--- config.mk ---
export PLATFORM = sky130hd
export DESIGN_NAME = mcu_exec
export DESIGN_NICKNAME = d
export VERILOG_FILES = /design/src/rtl/mcu_exec.v
export VERILOG_INCLUDE_DIRS = /design/src /design/src/pkg
export SDC_FILE = /design/constraint.sdc
export NUM_CORES = 1
export LEC_CHECK = 0
export ABC_AREA = 1
export BUFFER_PORTS_ARGS = -buffer_cell sky130_fd_sc_hd__buf_2
export CAP_MARGIN = 25
export CORE_ASPECT_RATIO = 0.6
export CORE_MARGIN = 2
export CORE_UTILIZATION = 54
export CTS_CLUSTER_DIAMETER = 150
export DETAILED_ROUTE_END_ITERATION = 12
export GPL_ROUTABILITY_DRIVEN = 0
export PLACE_DENSITY = 0.79
export SLEW_MARGIN = 15
export SYNTH_ARGS = -nofsm -noshare
export SYNTH_HDL_FRONTEND = slang
export SYNTH_SLANG_ARGS = --single-unit
--- constraint.sdc ---
create_clock -name mclk -period 2.77 [get_ports mclk]
set_input_delay 0.6925 -clock mclk [delete_from_list [all_inputs] [get_ports mclk]]
set_output_delay 0.6925 -clock mclk [all_outputs]
set_load 0.1 [all_outputs]
--- src/pkg/mcu_exec_consts.vh ---
`ifndef MCU_EXEC_CONSTS_VH
`define MCU_EXEC_CONSTS_VH

// Instruction codes presented on the opcode port.
`define OP_NOP      5'h00
`define OP_JMP      5'h01
`define OP_CALL     5'h02
`define OP_RET      5'h03
`define OP_RET_IMM  5'h04
`define OP_INTERRUPT_RETURN     5'h05
`define OP_SZ       5'h06
`define OP_SZA      5'h07
`define OP_SZ_BIT   5'h08
`define OP_SNZ_BIT  5'h09
`define OP_SIZ      5'h0a
`define OP_SDZ      5'h0b
`define OP_INCREMENT_TO_ACC_SKIP     5'h0c
`define OP_DECREMENT_TO_ACC_SKIP     5'h0d
`define OP_TRD_PAGE 5'h0e
`define OP_TRD_LAST 5'h0f
`define OP_CLR_WDT  5'h10
`define OP_WDT_PRE1 5'h11
`define OP_WDT_PRE2 5'h12
`define OP_SWAP     5'h13
`define OP_NIBBLE_EXCHANGE_TO_ACCUMULATOR    5'h14
`define OP_HALT     5'h15
`define OP_ADD      5'h16
`define OP_ADD_IMM  5'h17
`define OP_SUM_INTO_MEMORY     5'h18
`define OP_ADC      5'h19
`define OP_ADD_WITH_CARRY_TO_MEMORY     5'h1a

// Register port map.
`define REG_STATUS  3'h0
`define REG_ACC     3'h1
`define REG_TBL_LO  3'h2
`define REG_TBL_HI  3'h3
`define REG_TBL_RES 3'h4
`define REG_CTRL    3'h5

// Status and control field positions.
`define FLG_C   0
`define FLG_AC  1
`define FLG_Z   2
`define FLG_OV  3
`define FLG_PDF 4
`define FLG_TO  5
`define FLG_SW_MASK 6'h0f
`define CTRL_TABLE_POINTER_HIGH 0

// Timing and addresses.
`define CLKS_PER_CYCLE 3'h4
`define PCL_ADDR       8'h06
`define LAST_PAGE      4'hf

`endif

--- src/rtl/mcu_exec.v ---
// Design decisions made here: the placing of the registers and the plain strobed port.
`timescale 1ns/1ps
`default_nettype none
`include "mcu_exec_consts.vh"
module mcu_exec (
    input  wire        mclk,
    input  wire        rst_n,
    input  wire [2:0]  reg_addr,
    input  wire [7:0]  reg_wdata,
    input  wire        reg_wr,
    input  wire        reg_rd,
    output reg  [7:0]  reg_rdata,
    input  wire        issue,
    input  wire [4:0]  opcode,
    input  wire [7:0]  mem_addr,
    input  wire [7:0]  mem_byte,
    input  wire [7:0]  immediate,
    input  wire [2:0]  bit_index,
    input  wire [11:0] target,
    input  wire [11:0] pc_next,
    input  wire [3:0]  pc_page,
    input  wire [14:0] rom_data,
    input  wire        wdt_timeout,
    input  wire        wake,
    output reg         busy,
    output reg         done,
    output reg         skip_next,
    output reg  [11:0] rom_addr,
    output reg         mem_we,
    output reg  [7:0]  mem_waddr,
    output reg  [7:0]  mem_wdata,
    output reg         pc_load,
    output reg  [11:0] pc_target,
    output reg         stack_push,
    output reg         stack_pop,
    output reg  [11:0] push_value,
    output reg  [7:0]  acc,
    output reg         wdt_clear,
    output reg         halted,
    output reg  [6:0]  table_result_high_byte
);

    localparam ST_IDLE = 1'b0;
    localparam ST_EXEC = 1'b1;

    reg        state;
    reg [3:0]  clk_cnt;
    reg [3:0]  last_cnt;
    reg [4:0]  op_r;
    reg [5:0]  flags;
    reg [7:0]  table_pointer_low;
    reg [3:0]  table_pointer_high;
    reg        table_pointer_high_enable;
    reg        pre_first;
    reg        pre_second;

    // Sum of two bytes and a carry: {ov, ac, c, sum}.
    function [10:0] add8;
        input [7:0] a;
        input [7:0] b;
        input       cin;
        reg   [8:0] s;
        reg   [4:0] h;
        begin
            s = {1'b0, a} + {1'b0, b} + {8'h00, cin};
            h = {1'b0, a[3:0]} + {1'b0, b[3:0]} + {4'h0, cin};
            add8 = {(a[7] == b[7]) && (s[7] != a[7]), h[4], s[8], s[7:0]};
        end
    endfunction

    // Opcodes whose result lands in data memory at the given address.
    function writes_mem;
        input [4:0] op;
        begin
            case (op)
                `OP_SIZ, `OP_SDZ, `OP_TRD_PAGE, `OP_TRD_LAST,
                `OP_SWAP, `OP_SUM_INTO_MEMORY, `OP_ADD_WITH_CARRY_TO_MEMORY: writes_mem = 1'b1;
                default: writes_mem = 1'b0;
            endcase
        end
    endfunction

    reg [7:0]  next_acc;
    reg [5:0]  next_flags;
    reg        next_we;
    reg [7:0]  next_wdata;
    reg        next_skip;
    reg        next_pc_load;
    reg [11:0] next_target;
    reg        next_push;
    reg        next_pop;
    reg [2:0]  next_cycles;
    reg        next_wdt_clear;
    reg        next_pre_first;
    reg        next_pre_second;
    reg [10:0] sum;
    reg [7:0]  inc_val;
    reg [7:0]  dec_val;

    // Decode and evaluate the instruction in the clock it is issued.
    always @* begin
        next_acc        = acc;
        next_flags      = flags;
        next_we         = 1'b0;
        next_wdata      = mem_byte;
        next_skip       = 1'b0;
        next_pc_load    = 1'b0;
        next_target     = target;
        next_push       = 1'b0;
        next_pop        = 1'b0;
        next_cycles     = 3'h1;
        next_wdt_clear  = 1'b0;
        next_pre_first  = pre_first;
        next_pre_second = pre_second;
        inc_val         = mem_byte + 8'h01;
        dec_val         = mem_byte - 8'h01;
        sum             = add8(acc, mem_byte, 1'b0);
        case (opcode)
            `OP_JMP: begin
                next_pc_load = 1'b1;
                next_cycles  = 3'h2;
            end
            `OP_CALL: begin
                next_pc_load = 1'b1;
                next_push    = 1'b1;
                next_cycles  = 3'h2;
            end
            `OP_RET, `OP_INTERRUPT_RETURN: begin
                next_pop    = 1'b1;
                next_cycles = 3'h2;
            end
            `OP_RET_IMM: begin
                next_pop    = 1'b1;
                next_acc    = immediate;
                next_cycles = 3'h2;
            end
            `OP_SZ: next_skip = (mem_byte == 8'h00);
            `OP_SZA: begin
                next_acc  = mem_byte;
                next_skip = (mem_byte == 8'h00);
            end
            `OP_SZ_BIT:  next_skip = ~mem_byte[bit_index];
            `OP_SNZ_BIT: next_skip = mem_byte[bit_index];
            `OP_SIZ: begin
                next_we    = 1'b1;
                next_wdata = inc_val;
                next_skip  = (inc_val == 8'h00);
            end
            `OP_SDZ: begin
                next_we    = 1'b1;
                next_wdata = dec_val;
                next_skip  = (dec_val == 8'h00);
            end
            `OP_INCREMENT_TO_ACC_SKIP: begin
                next_acc  = inc_val;
                next_skip = (inc_val == 8'h00);
            end
            `OP_DECREMENT_TO_ACC_SKIP: begin
                next_acc  = dec_val;
                next_skip = (dec_val == 8'h00);
            end
            `OP_TRD_PAGE, `OP_TRD_LAST: next_cycles = 3'h2;
            `OP_CLR_WDT: begin
                next_wdt_clear     = 1'b1;
                next_flags[`FLG_TO]  = 1'b0;
                next_flags[`FLG_PDF] = 1'b0;
                next_pre_first     = 1'b0;
                next_pre_second    = 1'b0;
            end
            `OP_WDT_PRE1: begin
                // Only the pair clears; a lone pre-clear just marks itself.
                if (pre_second) begin
                    next_wdt_clear       = 1'b1;
                    next_flags[`FLG_TO]  = 1'b0;
                    next_flags[`FLG_PDF] = 1'b0;
                    next_pre_first       = 1'b0;
                    next_pre_second      = 1'b0;
                end else begin
                    next_pre_first = 1'b1;
                end
            end
            `OP_WDT_PRE2: begin
                if (pre_first) begin
                    next_wdt_clear       = 1'b1;
                    next_flags[`FLG_TO]  = 1'b0;
                    next_flags[`FLG_PDF] = 1'b0;
                    next_pre_first       = 1'b0;
                    next_pre_second      = 1'b0;
                end else begin
                    next_pre_second = 1'b1;
                end
            end
            `OP_SWAP: begin
                next_we    = 1'b1;
                next_wdata = {mem_byte[3:0], mem_byte[7:4]};
            end
            `OP_NIBBLE_EXCHANGE_TO_ACCUMULATOR: next_acc = {mem_byte[3:0], mem_byte[7:4]};
            `OP_HALT: begin
                next_wdt_clear       = 1'b1;
                next_flags[`FLG_PDF] = 1'b1;
                next_flags[`FLG_TO]  = 1'b0;
                next_pre_first       = 1'b0;
                next_pre_second      = 1'b0;
            end
            `OP_ADD, `OP_ADC, `OP_ADD_IMM, `OP_SUM_INTO_MEMORY, `OP_ADD_WITH_CARRY_TO_MEMORY: begin
                if (opcode == `OP_ADD_IMM) begin
                    sum = add8(acc, immediate, 1'b0);
                end else if (opcode == `OP_ADC || opcode == `OP_ADD_WITH_CARRY_TO_MEMORY) begin
                    sum = add8(acc, mem_byte, flags[`FLG_C]);
                end
                next_flags[`FLG_C]  = sum[8];
                next_flags[`FLG_AC] = sum[9];
                next_flags[`FLG_OV] = sum[10];
                next_flags[`FLG_Z]  = (sum[7:0] == 8'h00);
                if (opcode == `OP_SUM_INTO_MEMORY || opcode == `OP_ADD_WITH_CARRY_TO_MEMORY) begin
                    next_we    = 1'b1;
                    next_wdata = sum[7:0];
                end else begin
                    next_acc = sum[7:0];
                end
            end
            default: next_cycles = 3'h1;
        endcase
        // Penalties stack on the listed cycle count, one cycle each.
        if (writes_mem(opcode) && mem_addr == `PCL_ADDR) begin
            next_cycles = next_cycles + 3'h1;
        end
        if (next_skip) begin
            next_cycles = next_cycles + 3'h1;
        end
    end

    wire start    = (state == ST_IDLE) && issue && !halted;
    wire is_table = (op_r == `OP_TRD_PAGE) || (op_r == `OP_TRD_LAST);
    wire finish   = (state == ST_EXEC) && (clk_cnt == last_cnt);

    // Sequencer: counts four clocks per instruction cycle.
    always @(posedge mclk or negedge rst_n) begin
        if (!rst_n) begin
            state    <= ST_IDLE;
            clk_cnt  <= 4'h0;
            last_cnt <= 4'h0;
            op_r     <= `OP_NOP;
            done     <= 1'b0;
            busy     <= 1'b0;
        end else begin
            done <= 1'b0;
            case (state)
                ST_IDLE: begin
                    if (start) begin
                        state    <= ST_EXEC;
                        clk_cnt  <= 4'h0;
                        op_r     <= opcode;
                        last_cnt <= {1'b0, next_cycles} * {1'b0, `CLKS_PER_CYCLE} - 4'h1;
                    end
                end
                ST_EXEC: begin
                    clk_cnt <= clk_cnt + 4'h1;
                    if (finish) begin
                        state <= ST_IDLE;
                        done  <= 1'b1;
                    end
                end
                default: state <= ST_IDLE;
            endcase
            busy <= start || (state == ST_EXEC && !finish) ||
                    (halted && !wake) || (finish && op_r == `OP_HALT);
        end
    end

    // Results of the instruction, plus software access to the registers.
    always @(posedge mclk or negedge rst_n) begin
        if (!rst_n) begin
            acc                    <= 8'h00;
            flags                  <= 6'h00;
            table_pointer_low      <= 8'h00;
            table_pointer_high     <= 4'h0;
            table_pointer_high_enable            <= 1'b0;
            pre_first              <= 1'b0;
            pre_second             <= 1'b0;
            table_result_high_byte <= 7'h00;
            skip_next              <= 1'b0;
            rom_addr               <= 12'h000;
            mem_we                 <= 1'b0;
            mem_waddr              <= 8'h00;
            mem_wdata              <= 8'h00;
            pc_load                <= 1'b0;
            pc_target              <= 12'h000;
            stack_push             <= 1'b0;
            stack_pop              <= 1'b0;
            push_value             <= 12'h000;
            wdt_clear              <= 1'b0;
            halted                 <= 1'b0;
            reg_rdata              <= 8'h00;
        end else begin
            mem_we     <= 1'b0;
            pc_load    <= 1'b0;
            stack_push <= 1'b0;
            stack_pop  <= 1'b0;
            wdt_clear  <= 1'b0;
            reg_rdata  <= 8'h00;
            // Software writes first, so an instruction in the same clock wins.
            if (reg_wr) begin
                case (reg_addr)
                    `REG_STATUS: flags <= (flags & ~`FLG_SW_MASK) |
                                          (reg_wdata[5:0] & `FLG_SW_MASK);
                    `REG_ACC:    acc <= reg_wdata;
                    `REG_TBL_LO: table_pointer_low <= reg_wdata;
                    `REG_TBL_HI: table_pointer_high <= reg_wdata[3:0];
                    `REG_CTRL:   table_pointer_high_enable <= reg_wdata[`CTRL_TABLE_POINTER_HIGH];
                    default: ;
                endcase
            end
            if (reg_rd) begin
                case (reg_addr)
                    `REG_STATUS:  reg_rdata <= {2'b00, flags};
                    `REG_ACC:     reg_rdata <= acc;
                    `REG_TBL_LO:  reg_rdata <= table_pointer_low;
                    `REG_TBL_HI:  reg_rdata <= {4'h0, table_pointer_high};
                    `REG_TBL_RES: reg_rdata <= {1'b0, table_result_high_byte};
                    `REG_CTRL:    reg_rdata <= {5'h00, pre_second, pre_first, table_pointer_high_enable};
                    default:      reg_rdata <= 8'h00;
                endcase
            end
            if (start) begin
                acc        <= next_acc;
                flags      <= next_flags;
                pre_first  <= next_pre_first;
                pre_second <= next_pre_second;
                skip_next  <= next_skip;
                mem_we     <= next_we;
                mem_waddr  <= mem_addr;
                mem_wdata  <= next_wdata;
                pc_load    <= next_pc_load;
                pc_target  <= next_target;
                stack_push <= next_push;
                stack_pop  <= next_pop;
                push_value <= pc_next;
                wdt_clear  <= next_wdt_clear;
                // The ROM answers one clock later, so the address goes out now.
                if (opcode == `OP_TRD_LAST) begin
                    rom_addr <= {`LAST_PAGE, table_pointer_low};
                end else if (table_pointer_high_enable) begin
                    rom_addr <= {table_pointer_high, table_pointer_low};
                end else begin
                    rom_addr <= {pc_page, table_pointer_low};
                end
            end
            // Table word arrives in the first execute clock.
            if (state == ST_EXEC && clk_cnt == 4'h0 && is_table) begin
                mem_we                 <= 1'b1;
                mem_wdata              <= rom_data[7:0];
                table_result_high_byte <= rom_data[14:8];
            end
            // Power-down starts when the halt's single cycle ends.
            if (finish && op_r == `OP_HALT) begin
                halted <= 1'b1;
            end else if (wake) begin
                halted <= 1'b0;
            end
            // A timeout event beats any clear in the same clock.
            if (wdt_timeout) begin
                flags[`FLG_TO] <= 1'b1;
            end
        end
    end

endmodule // mcu_exec
`default_nettype wire

* Word level (Yosys, flattened, before mapping)
Index checks and enable logic that the tools add are counted.
** Cells by class
- Add/subtract/negate cells :: 12
- Bitwise operators :: 3
- Equality and inequality tests :: 51
- Reduce and logical (&&, ||, !) cells :: 58
- $lt $le $gt $ge :: 1
- Multiplexer cells :: 58
** Operators by type and width (number)
- one-hot mux 8 bit (6 select lines) :: 2
- two-way mux 8 bit :: 8
- equality test 5 bit, second input constant :: 12
- equality test 5 x 4 -> 1 bit, second input constant :: 10
- two-way mux 11 bit :: 3
- zero test 8 bit :: 4
- one-hot mux 8 bit (4 select lines) :: 1
- two-way mux 12 bit :: 2
- two-way mux 1 bit :: 23
- equality test 5 x 3 -> 1 bit, second input constant :: 4
- adder 8 x 8 -> 9 bit :: 2
- two-way mux 6 bit :: 3
- nonzero test 2 bit :: 7
- OR reduction 7 bit :: 2
- logical AND 1 bit :: 12
- AND reduction 2 bit :: 6
- OR reduction 3 bit :: 4
- adder 4 x 4 -> 5 bit :: 2
- equality test 5 x 2 -> 1 bit, second input constant :: 2
- two-way mux 2 bit :: 5
- AND reduction 5 bit :: 2
- OR reduction 2 bit :: 5
- adder 9 x 1 -> 9 bit :: 1
- != test 3 bit, second input constant :: 3
- other kinds (38) :: 58
** Storage, ports and cells
- Input port bits :: 93
- Word-level logic and storage cells :: 212
- Register bits after elaboration :: 119
- Output and inout port bits :: 84

* Depth between registers and ports, before layout
- Depth in word-level cells :: 11
- Depth in mapped cells :: 17
- Gate-level depth less buffers :: 17

* Least setup slack after synthesis
Ideal clock, no wire load.
- Path type :: register to register
- Start point :: register acc[0]
- End point :: register flags[2]
- Data required time :: 2697 ps
- Period minus slack after synthesis :: 2910 ps
- Arrival time :: 2837 ps
- Path buffers :: 0
- Stages on the path, launching flop included :: 14
- Library setup time :: 73 ps
- Slack :: -140 ps
- Cells stage by stage :: dfrtp_1 > ha_1 > fa_1 > ha_1 > nand3b_1 > nand3_1 > nand3_1 > nor2_1 > nand2_1 > nor2_1 > nand2_1 > nor2_1 > nand3_1 > a21oi_2
** Between the ends
- Word-level cells in the longest chain between the ends :: 8
- Elaborated cells on any way between the ends :: 9
- Classes of those cells :: add/sub (3); mux (5); reduce/logical (1)
** Ends and longest elaborated chain
- start: declaration :: RTL line mcu_exec.v:37 : output reg [7:0] acc,
- start signal: assignment :: RTL line mcu_exec.v:307 : `REG_ACC: acc <= reg_wdata;
- start signal: assignment :: RTL line mcu_exec.v:326 : acc <= next_acc;
- adder 8 x 8 -> 9 bit :: RTL line mcu_exec.v:65 : s = {1'b0, a} + {1'b0, b} + {8'h00, cin};
- adder 9 x 1 -> 9 bit :: RTL line mcu_exec.v:65
- two-way mux 11 bit :: RTL line mcu_exec.v:208 : end else if (opcode == `OP_ADC || opcode == `OP_ADD_WITH_CARRY_TO_MEMORY) begin
- two-way mux 11 bit (*) :: RTL line mcu_exec.v:206 : if (opcode == `OP_ADD_IMM) begin
- two-way mux 11 bit (*) :: RTL line mcu_exec.v:118 : case (opcode)
- zero test 8 bit (*) :: RTL line mcu_exec.v:214 : next_flags[`FLG_Z] = (sum[7:0] == 8'h00);
- two-way mux 4 bit (*) :: RTL line mcu_exec.v:118
- two-way mux 6 bit (*) :: RTL line mcu_exec.v:325 : if (start) begin
- end signal: assignment :: RTL line mcu_exec.v:305 : `REG_STATUS: flags <= (flags & ~`FLG_SW_MASK) |
- end signal: assignment :: RTL line mcu_exec.v:327 : flags <= next_flags;
- end: declaration :: RTL line mcu_exec.v:50 : reg [5:0] flags;
Every way passes the cells marked *; elsewhere a longest branch is shown, timed or not. The select of a mux whose other input is x is not followed.
A chain may end at the register's enable or synchronous reset.

* Worst setup path after layout
- Start point :: register acc[0]
- End point :: register mem_wdata[6]
** Between the ends
- Word-level cells in the longest chain between the ends :: 9
- Elaborated cells on any way between the ends :: 10
- Classes of those cells :: add/sub (3); mux (7)
** Ends and longest elaborated chain
- adder 8 x 8 -> 9 bit :: RTL line mcu_exec.v:65
- adder 9 x 1 -> 9 bit :: RTL line mcu_exec.v:65
- two-way mux 11 bit :: RTL line mcu_exec.v:208
- two-way mux 11 bit (*) :: RTL line mcu_exec.v:206
- two-way mux 11 bit (*) :: RTL line mcu_exec.v:118
- two-way mux 8 bit (*) :: RTL line mcu_exec.v:215 : if (opcode == `OP_SUM_INTO_MEMORY || opcode == `OP_ADD_WITH_CARRY_TO_MEMORY) begin
- one-hot mux 8 bit (4 select lines) (*) :: RTL line mcu_exec.v:118
- two-way mux 8 bit (*) :: RTL line mcu_exec.v:325
- two-way mux 8 bit (*) :: RTL line mcu_exec.v:350 : if (state == ST_EXEC && clk_cnt == 4'h0 && is_table) begin
- end signal: assignment :: RTL line mcu_exec.v:333 : mem_wdata <= next_wdata;
- end signal: assignment :: RTL line mcu_exec.v:352 : mem_wdata <= rom_data[7:0];
- end: declaration :: RTL line mcu_exec.v:31 : output reg [7:0] mem_wdata,
Marked as above.

==> impl_results.md <==
- Outcome: finished, final reports clean
- Largest family of logic cells by synthesized area: simple AND/OR/NAND/NOR gates
- Total track usage: approximately a third
- Seq/Total Area, Yosys: 40.7%
- Power Density: 1310 mW/mm^2
- Rows: 32
- Antenna Nets Post-Route: 0
- Final setup fails: 0
- CP Data Arrival Time: 2.88 ns
- Relative slew slack: ~45%
- Max clock buf depth: 2
- First-pass GRT wire length: 38,900 um
- Initial antenna violation count: 0
- Num CTS Buffers: 17
- #FFs+latches synth: around 120
- Compound-gate portion of the synthesized area: 14.6%
- Worst-margin pin slew: 0.817 ns
- Share of layout cells above drive strength 1: between 20% and 30%
- Critical-path cell list: ha_1 > fa_1 > ha_1 > nand4_1 > nor2_1 > nand2_1 > nand3_1 > nand2_1 > o21bai_1 > nand2_1 > nand2_1 > nand2_1
- Multiplexer area fraction after synthesis: 0.414%
- Post-Syn Area: 0.00725 mm^2
- Drt first-iter violations: between 900 and 1,000
- Adder-cell area share of the yosys netlist: 4.80%
- Initial core utilization: 55.9%
- Critical path class: reg -> reg
- Post-synth EDFFs: 0
- Port Buffers: between 150 and 200
- Die width: 154 um
- Post-CTS Setup Bufs: 0
- Yosys top cell area share: between 40% and 50%
- Unrepaired setup endpoints after global routing: false
- Aggregate negative setup slack: 0 ns
- Syn avg cell area: 7.21 um^2
- GR Overflow Total: 0
- FMAX: 388 MHz
- Finished Cell Area: roughly 0.0093 mm^2
- Most frequent CP cell: nand2_1
- DP HPWL: 18,600 um
- FILL cells: ~1,100
- Clock root buffer: clkbuf_16
- Hold buffer count at cts: 0
- Clk_lat worst skew: just over 0.4 ns
- Diode count: 0
- WL/cell: 17.4 um
- Reg2reg end: mem_wdata[6]$_DFFE_PN0P_
- Io pins: 177
- Reg2reg setup slack: about 0.19 ns
- Startpoint types: flip-flop
- Residual DRC count: 0
- Syn nets: 1,124
- Skew final: 0.00576 ns
- Core area: 0.0130 mm^2
- CP Buf/Inv Count: 0
- Yosys top cell by area: dfrtp_1
- Slowest Stage Delay on Critical Path: 0.55 ns
- Placement Cell Area: 0.00869 mm^2
- Vias in the first global route: 7,357
- DR vias: 7,988
- Fin crit share: ~93%
- Clock Pin Slew Worst Setup and Hold Paths: 0.06 ns
- Area grow syn2layout: 28.2%
- Count of cell types in the netlist: 50
- Post-layout min period: approximately 2.6 ns
- Area share of xor/xnor cells in the synthesized design: 1.57%
- Crit path capture type: flip-flop
- FF-to-FF path depth: 12
- Die Ht: 93.7 um
- DRT Pass-1 Iters: 8
- Routed WL: 24,500 um
- MaxCap Viol Count: 0
- Slew Limit Fails: 0
- Simple-Gate Fraction of Synth Area: 30.3%
- Vias per cell: 5.65
- Worst hold-check path type: in -> async
- Peak VDD IR: around 1 mV
- TritonCTS clock tree: built
- Final hold violations: 0
- Synth Warn #: 0
- Critical-path top delay cell: fa_1
- P_leak: ~5 nW
- Ys async rst share: 100%
- Most used DFF post-synth: dfrtp_1
- Die Area: 0.0144 mm^2
- H-tree lvl count: 4
- CP max FO: 5
- Total power: 12.2 mW
- Largest net degree at the start of global routing: 71
- Top cells by area, synth: dfrtp_1, nand2_1, inv_1
- Post-synthesis cell count: 1,005
- Post-CTS Resized: 0
- Reg2reg start: acc[0]$_DFFE_PN0P_
- # nets final: 1,350
- Clock Sinks: 118
- CP required: 3.07 ns
- CP top delay family: adder cells
[power breakdown]
group	internal [mW]	switching, mW	total, mW
sequential	2.37	0.522	2.89
clock	1.38	0.870	2.25
combinational	1.39	5.65	7.04
total	5.13	7.05	12.2
[registers in the layout, indices dropped and copies added, names as in the netlist, 4 cells and up]
register	flops
table_pointer_low	8
pc_target	12
rom_addr	12
mem_waddr	8
clk_cnt	4
op_r	5
reg_rdata	8
acc	8
flags	6
mem_wdata	8
table_pointer_high	4
push_value	12
table_result_high_byte	7
[logic make-up (layout without fill, tap and decap cells)]
group / count (synthesis) / in the layout
DFF: 118 / 118
buffers and inverters: 141 / 380
and+or+nand+nor: 522 / 522
muxes: 3 / 3
xor gates and xnor gates: 13 / 13
adders and majority gates: 26 / 26
AOI/OAI and AO/OA: 182 / 182
[layout by cell type, fill, tap and decap left out, types with 3 or more instances in the layout]
cell type    n
inv_1       96
a211oi_1     5
nor4_1       4
dfrtp_1    116
a2bb2oi_1    4
nor2_2       6
o2111ai_1    3
a21oi_1     52
fa_1         3
o21ai_1     14
nor3_1       7
ha_1        23
nand2_1    336
inv_6        5
mux2i_1      3
buf_4       57
nand3_1     51
o22ai_1      8
nand4_1     15
o21ai_0     61
clkinv_4     3
inv_2       17
o21bai_1     3
clkbuf_16   17
buf_2      175
a221oi_1     5
nand3b_1     5
nor2_4       3
nor2_1      79
xor2_1      11
a31oi_1      7
o211ai_1     7
nand2_2      4
[worst max-delay path by stage]
stage | startpoint | end | cells after the start
6_report | acc[0]$_DFFE_PN0P_ | mem_wdata[6]$_DFFE_PN0P_ | 12
5_1_grt | acc[0]$_DFFE_PN0P_ | mem_wdata[2]$_DFFE_PN0P_ | 12
4_1_cts | acc[0]$_DFFE_PN0P_ | acc[4]$_DFFE_PN0P_ | 13
3_5_place_dp | mem_byte[0] | acc[4]$_DFFE_PN0P_ | 14
3_3_place_gp | mem_byte[0] | mem_wdata[6]$_DFFE_PN0P_ | 13
2_1_floorplan | acc[3]$_DFFE_PN0P_ | mem_wdata[6]$_DFFE_PN0P_ | 15
[metrics by stage]
step	hold WS [ns]	worst slack [ns]	util (%)	std cells
after floorplan	0.397	0.0804	-	1005
after global placement	0.458	-0.0257	67.0	1382
after detailed placement	0.460	-0.116	67.0	1382
after CTS	0.297	0.237	71.6	1414
after global routing	0.316	0.00856	71.6	1414
final	0.280	0.192	71.6	1414
[metal layers]
metal	share of wire, %	up-vias	GRT usage, %
met5	0	-	0
met4	1.8	0	8.26
met3	15	60	12.7
met2	40	532	47.1
met1	43	3650	51.9
li1	-	3746	-
[cell usage after synthesis (all sizes together), types with 4 or more instances]
cell type	number
nand2	342
dfrtp	118
inv	113
nor2	88
o21ai	75
a21oi	54
nand3	53
ha	23
nand4	15
buf	13
clkbuf	13
xor2	11
nor3	9
o22ai	8
a31oi	7
o211ai	7
a211oi	5
a221oi	5
nand3b	5
a2bb2oi	4
nor4	4
or2	4
[layout make-up]
type | instances | area (um^2) | area share, %
Tap cell | 170 | 213 | 2.29
Sequential cell | 118 | 2960 | 31.8
Timing Repair Buffer | 233 | 1320 | 14.2
Inverter | 115 | 432 | 4.65
Clock inverter | 14 | 165 | 1.78
Clock buffer | 18 | 439 | 4.73
Multi-Input combinational cell | 746 | 3760 | 40.5
Power figures use the tool's default switching activity.
